**src/core/gpd_pkg.sv**
```systemverilog
//==============================================================================
// Overview of operation
// - An analog-capable pin in digital mode is an input when its direction bit is 0, an output when 1.
// - Reading the analog pin direction register returns bits 2, 4, 6, 10, 12 and 14 only, the rest zero.
// - While the external reset pin is low, pull-ups of pins 0 to 11 are forced off asynchronously.
// - Reset enables the pull-ups of every pin other than pins 0 to 11.
// - After reset each pull-up keeps its default until software writes its disable bit.
// - The pull-up setting applies whether the pin is general I/O or a peripheral function.
// - Port A pull-up disable bits 31-0, 0 enables, 1 disables, reset 1 for pins 0-11 else 0.
// - Port B pull-up disable bits 6-0 for pins 32-38, reset 0, bits 31-7 read zero.
// - Reading a port data register returns the qualified pin levels, not the output latch.
// - Writing port data drives pins enabled as general outputs, otherwise only latches.
// - Each output latch bit holds its last written value until the next write, except analog latch bits other than 2, 4, 6, 10, 12 and 14, which stay zero.
// - Reset clears every output latch bit to zero; data register reads still return the pin levels.
// - Port A data read right after reset follows the external pin levels.
// - Pull-up disable writes are accepted only while the write-protect unlock is active.
// - Each port A data bit is one pin and forces its level only when it is a general output.
//==============================================================================
package gpd_pkg;
   // register byte offsets
   localparam logic [7:0]  OFS_AIO_DIR   = 8'h00;
   localparam logic [7:0]  OFS_A_PUD     = 8'h04;
   localparam logic [7:0]  OFS_B_PUD     = 8'h08;
   localparam logic [7:0]  OFS_A_DAT     = 8'h0C;
   localparam logic [7:0]  OFS_AIO_DAT   = 8'h10;
   // implemented bit masks and reset values
   localparam logic [31:0] AIO_DIR_MASK  = 32'h0000_5454;
   localparam logic [31:0] A_PUD_RESET   = 32'h0000_0FFF;
   localparam logic [31:0] A_PWM_MASK    = 32'h0000_0FFF;
   localparam logic [31:0] B_PUD_MASK    = 32'h0000_007F;
   localparam logic [31:0] B_PUD_RESET   = 32'h0000_0000;
   localparam logic [31:0] ZERO_WORD     = 32'h0000_0000;
endpackage : gpd_pkg

```
**src/core/gpd_reg32.sv**
```systemverilog
`timescale 1ns/1ns
`default_nettype none
//==============================================================================
// masked 32-bit register with reset value and write enable
module gpd_reg32 #(
   parameter logic [31:0] MASK  = 32'hFFFF_FFFF,
   parameter logic [31:0] RESET = 32'h0000_0000
) (
   input  wire logic        clk,
   input  wire logic        rst_n,
   input  wire logic        wr_en,
   input  wire logic [31:0] wr_data,
   output var  logic [31:0] q
);
   logic [31:0] q_reg;
   logic [31:0] q_next;

   // reserved bits never change and stay zero
   always_comb begin
      q_next = q_reg;
      if (wr_en) begin
         q_next = wr_data & MASK;
      end
   end

   // sync reset load
   always_ff @(posedge clk) begin
      if (!rst_n) begin
         q_reg <= RESET & MASK;
      end else begin
         q_reg <= q_next;
      end
   end

   assign q = q_reg;
endmodule : gpd_reg32
`default_nettype wire

```
**src/core/gpd_top.sv**
```systemverilog
`timescale 1ns/1ns
`default_nettype none
//==============================================================================
// pull-up, analog direction and port A data block
module gpd_top (
   input  wire logic        clk,
   input  wire logic        rst_n,
   input  wire logic        ext_reset_n,
   input  wire logic        psel,
   input  wire logic        penable,
   input  wire logic        pwrite,
   input  wire logic [7:0]  paddr,
   input  wire logic [31:0] pwdata,
   output var  logic [31:0] prdata,
   output var  logic        pready,
   output var  logic        pslverr,
   input  wire logic        write_protect_unlock,
   input  wire logic [31:0] port_a_gpio_out_en,
   input  wire logic [31:0] port_a_qual_in,
   input  wire logic [14:0] aio_digital_mode,
   input  wire logic [14:0] aio_qual_in,
   output var  logic [31:0] port_a_out,
   output var  logic [31:0] port_a_oe,
   output var  logic [31:0] port_a_pullup_en,
   output var  logic [6:0]  port_b_pullup_en,
   output var  logic [14:0] aio_out,
   output var  logic [14:0] aio_oe
);
   import gpd_pkg::*;

   //===========================================================================
   // bus decode
   logic        wr_acc;
   logic        rd_acc;
   logic        hit;
   logic [31:0] aio_dir_q;
   logic [31:0] a_pud_q;
   logic [31:0] b_pud_q;
   logic [31:0] a_lat_q;
   logic [31:0] aio_lat_q;
   logic [31:0] rd_mux;
   logic [31:0] prdata_reg;
   logic [31:0] prdata_next;
   logic        err_reg;
   logic        err_next;

   // zero-wait slave, pready tied high; one access is one setup plus one access cycle
   assign wr_acc = psel && penable && pwrite;
   assign rd_acc = psel && !penable && !pwrite;
   assign pready = 1'b1;

   // address hit check
   always_comb begin
      case (paddr)
         OFS_AIO_DIR, OFS_A_PUD, OFS_B_PUD, OFS_A_DAT, OFS_AIO_DAT: hit = 1'b1;
         default: hit = 1'b0;
      endcase
   end

   //===========================================================================
   // registers
   gpd_reg32 #(.MASK(AIO_DIR_MASK), .RESET(ZERO_WORD)) u_aio_dir (
      .clk     (clk),
      .rst_n   (rst_n),
      .wr_en   (wr_acc && paddr == OFS_AIO_DIR),
      .wr_data (pwdata),
      .q       (aio_dir_q)
   );

   // pull-up regs only take writes while unlocked
   gpd_reg32 #(.MASK(32'hFFFF_FFFF), .RESET(A_PUD_RESET)) u_a_pud (
      .clk     (clk),
      .rst_n   (rst_n),
      .wr_en   (wr_acc && paddr == OFS_A_PUD && write_protect_unlock),
      .wr_data (pwdata),
      .q       (a_pud_q)
   );

   gpd_reg32 #(.MASK(B_PUD_MASK), .RESET(B_PUD_RESET)) u_b_pud (
      .clk     (clk),
      .rst_n   (rst_n),
      .wr_en   (wr_acc && paddr == OFS_B_PUD && write_protect_unlock),
      .wr_data (pwdata),
      .q       (b_pud_q)
   );

   // output latches hold until next write, cleared on reset
   gpd_reg32 #(.MASK(32'hFFFF_FFFF), .RESET(ZERO_WORD)) u_a_lat (
      .clk     (clk),
      .rst_n   (rst_n),
      .wr_en   (wr_acc && paddr == OFS_A_DAT),
      .wr_data (pwdata),
      .q       (a_lat_q)
   );

   gpd_reg32 #(.MASK(AIO_DIR_MASK), .RESET(ZERO_WORD)) u_aio_lat (
      .clk     (clk),
      .rst_n   (rst_n),
      .wr_en   (wr_acc && paddr == OFS_AIO_DAT),
      .wr_data (pwdata),
      .q       (aio_lat_q)
   );

   //===========================================================================
   // read mux: data reads show pins, not latches
   always_comb begin
      case (paddr)
         OFS_AIO_DIR: rd_mux = aio_dir_q & AIO_DIR_MASK;
         OFS_A_PUD:   rd_mux = a_pud_q;
         OFS_B_PUD:   rd_mux = b_pud_q & B_PUD_MASK;
         OFS_A_DAT:   rd_mux = port_a_qual_in;
         OFS_AIO_DAT: rd_mux = {17'h0, aio_qual_in} & AIO_DIR_MASK;
         default:     rd_mux = ZERO_WORD;
      endcase
   end

   // read data captured in setup cycle, stable through access phase
   always_comb begin
      prdata_next = prdata_reg;
      err_next    = 1'b0;
      if (rd_acc) begin
         prdata_next = rd_mux;
      end
      if (psel && !penable) begin
         err_next = !hit;
      end
   end

   always_ff @(posedge clk) begin
      if (!rst_n) begin
         prdata_reg <= ZERO_WORD;
         err_reg    <= 1'b0;
      end else begin
         prdata_reg <= prdata_next;
         err_reg    <= err_next;
      end
   end

   assign prdata  = prdata_reg;
   assign pslverr = err_reg && psel && penable;

   //===========================================================================
   // pin drive; external reset kills pwm-pin pull-ups without the clock
   always_comb begin
      port_a_out       = a_lat_q;
      port_a_oe        = port_a_gpio_out_en;
      port_a_pullup_en = ~a_pud_q;
      if (!ext_reset_n) begin
         port_a_pullup_en = ~a_pud_q & ~A_PWM_MASK;
      end
      port_b_pullup_en = ~b_pud_q[6:0];
      aio_out          = aio_lat_q[14:0];
      aio_oe           = aio_digital_mode & aio_dir_q[14:0];
   end
endmodule : gpd_top
`default_nettype wire

```
**config.mk**
```make
export PLATFORM = sky130hd
export DESIGN_NAME = gpd_top
export DESIGN_NICKNAME = d
export VERILOG_FILES = /design/src/core/gpd_pkg.sv /design/src/core/gpd_reg32.sv /design/src/core/gpd_top.sv
export SDC_FILE = /design/constraint.sdc
export NUM_CORES = 1
export LEC_CHECK = 0
export BUFFER_PORTS_ARGS = -buffer_cell sky130_fd_sc_hd__buf_2
export CAP_MARGIN = 20
export CORE_ASPECT_RATIO = 0.6
export CORE_MARGIN = 4
export CORE_UTILIZATION = 30
export DETAILED_ROUTE_END_ITERATION = 8
export GPL_TIMING_DRIVEN = 0
export PLACE_DENSITY = 0.7
export RECOVER_POWER = 50
export SYNTH_ARGS = -nofsm -noshare
export SYNTH_HDL_FRONTEND = slang
export SYNTH_SLANG_ARGS = --single-unit
```
**constraint.sdc**
```tcl
create_clock -name clk -period 2.3 [get_ports clk]
set_clock_uncertainty 0.15 [all_clocks]
set_input_delay 0 -clock clk [delete_from_list [all_inputs] [get_ports clk]]
set_output_delay 0 -clock clk [all_outputs]
set_load 0.05 [all_outputs]
```
==> metrics.cfg <==
[clock_network]
htreeDepth = 4
cts_sinks = 116
clk_latency_ns = 0.40
clkSlewWorstSetupHoldPaths_ns = 0.06
clockRootBuffer = clkbuf_16
cts_max_path_buffers = 2
cts_tree = built
cts_made_buffers = 17

[sta]
tightest_slew_ns = 0.958
relSlewSlack_pct = 35.6
fmax_ghz = 0.480
fin_ws_ns = 0.215
slew_violations = 0
setup_viol = 0
finalCritPeriodShare_pct = 90.7
finalHoldViolations = 0
tns_ns = 0
whs_ns = 0.0295
min_period_ns = 2.08
rsz0062_at_grt = no

[worst_setup_path]
required_ns = 2.50
r2r_slack_ns = 0.43
cp-end-kind = flop
arrival_ns = 2.28
start_kind = input port
cp_max_fo = 5
path_class = input port to flop

[yosys]
synth_warnings = 0
synth_edf_count = 0
synth_area_um2 = 5330
yosysUniqueCellTypes = 41
async_reset_ff_share_pct = 0
synth-seq-cells = 116
synthCells = 639
synth-main-ff-cell = dfxtp_1
syn_avg_cell_area_um2 = 8.34
yosysSeqAreaShare_pct = 43.6

[layout]
fillerInstances = 1789
final_common_cell = clkbuf_1
stdcell_count = 1241
nets = 1135
final_cell_mix = clkbuf_1 (161), nand2_1 (130), dfxtp_1 (116)
layout-drive-gt1-share_pct = 21.2
syn2layout_area_growth_pct = 52.2
n_antenna_cell = 0

[placed_design]
dpl.cell_count = 1125
dp_hpwl_um = 16100
portBuffers = 235
gp_congestion = 0.888
pre_cts_slack_ns = -0.0116

[drt]
drt-initial-drc-count = 350
drt_pass1_iterations = 5
drt-wirelength-per-cell_um = 17.1
num_vias = 5691
drc = 0
vias_per_cell = 4.59
finalWirelength_um = 21200
ant_nets = 0

[power]
power_frac_seq_pct = 38.3
power.density_nw_per_um2 = 648
p_sw_mw = 1.43
total_power_mw = 5.26
p_comb_share_pct = 12.8
switching_share_pct = 27.2
p_int_mw = 3.83
clkPwrFrac_pct = 48.9
leakagePower_nw = 3.25
peakVddDrop_v = 0.000447

[floorplanning]
chipHeight_um = 111
die_w_um = 180
core_area_um2 = 17300
io_pins = 308
rows = 37
initial_utilization_pct = 30.8
die_area_um2 = 20000

[grt]
overflow = 0
grt_pass1_vias = 5549
grt_max_degree = 17
grt_antenna_before_repair = 0
grt_first_pass_wirelength_um = 32400
track_usage_pct = 20.5

[flow_run]
max_cap_violations = 0

[worst_hold_path]
min_path_type = input port to flop

[status]
status = completed

[final timing paths]
kind / to / cells past startpoint / start
worst max-delay path: prdata[10] / 7 / paddr[7]
worst min-delay path: u_b_pud.q[3] / 4 / write_protect_unlock
worst max register to register: prdata[6] / 5 / u_b_pud.q[6]
worst min register to register: u_a_lat.q[5] / 2 / u_a_lat.q[5]
[kinds of logic (layout without fill, tap and decap cells)]
| family | after synthesis | after routing | synth area share [%] |
|---|---|---|---|
| other cells | 2 | 19 | 0.141 |
| mux | 61 | 61 | 11.5 |
| buf+inv | 124 | 475 | 12.9 |
| simple gates | 231 | 231 | 21.1 |
| compound gates | 105 | 105 | 10.7 |
| flops | 116 | 116 | 43.6 |
[through the flow]
| stage | util [%] | area, µm² |
|---|---|---|
| final | 47.0 | 8110 |
| after floorplan | - | 5390 |
| after CTS | 47.6 | 8230 |
| after global placement | 39.7 | 6860 |
| after global routing | 47.0 | 8110 |
| after detailed placement | 39.7 | 6860 |
[Yosys cell counts (4+ instances only)]
cell type / number / share of area (%)
nor2_1: 4 / 0.28
nor2b_1: 14 / 1.6
clkbuf_2: 6 / 0.56
nand4_1: 4 / 0.47
nand2_1: 130 / 9.2
mux2i_1: 59 / 11
and2_1: 6 / 0.70
o211ai_1: 4 / 0.56
o21ai_1: 8 / 0.75
nand3_1: 54 / 5.1
inv_1: 29 / 2.0
dfxtp_1: 116 / 44
clkbuf_1: 30 / 2.1
buf_4: 51 / 7.2
a21oi_1: 4 / 0.38
o21ai_0: 78 / 7.3
a22oi_1: 5 / 0.70
[power by group through the flow]
| stage | sequential, mW | combinational (mW) | clock [mW] |
|---|---|---|---|
| CTS | 2.01 | 0.674 | 2.63 |
| finish | 2.01 | 0.674 | 2.57 |
| global placement | 2.06 | 0.572 | 0 |
| floorplan | 2.06 | 0.382 | 0 |
| global route | 2.01 | 0.715 | 2.73 |
| detailed placement | 2.06 | 0.575 | 0 |
[routing by layer]
layer	track usage (%)	wire length (µm)	vias to the layer above	part of all wire, %
met5	0	0	-	0
met4	3.83	114	0	0.54
met3	5.21	1590	10	7.5
met2	29.8	9050	226	43
met1	30.8	10500	2670	49
li1	-	-	2785	-
[layout make-up]
| type | instances | area (µm²) | share of cell area, % |
|---|---|---|---|
| plain buffers | 95 | 582 | 7.17 |
| clock buffers | 19 | 453 | 5.59 |
| clock inverters | 13 | 124 | 1.53 |
| inverters | 29 | 109 | 1.34 |
| multi-input cells | 416 | 2380 | 29.4 |
| flip-flops and latches | 116 | 2320 | 28.6 |
| well taps | 234 | 293 | 3.61 |
| repair buffers | 319 | 1840 | 22.7 |
[worst max-delay path, stage by stage]
cell and delay, ns:
buf_2 0.12, or4_4 0.57, dlymetal6s4s_1 0.31, nor4_4 0.42
nand4_1 0.14, o211ai_1 0.14, dlygate4sd3_1 0.59
[what timing repair did]
action                                 4_1_cts  5_1_grt
hold buffers                                79        0
resized for setup                            0        5
setup endpoints to repair                    0        3
endpoints found under the hold margin      116        0
setup buffers                                0        5
(Power assumes the default switching activity.)
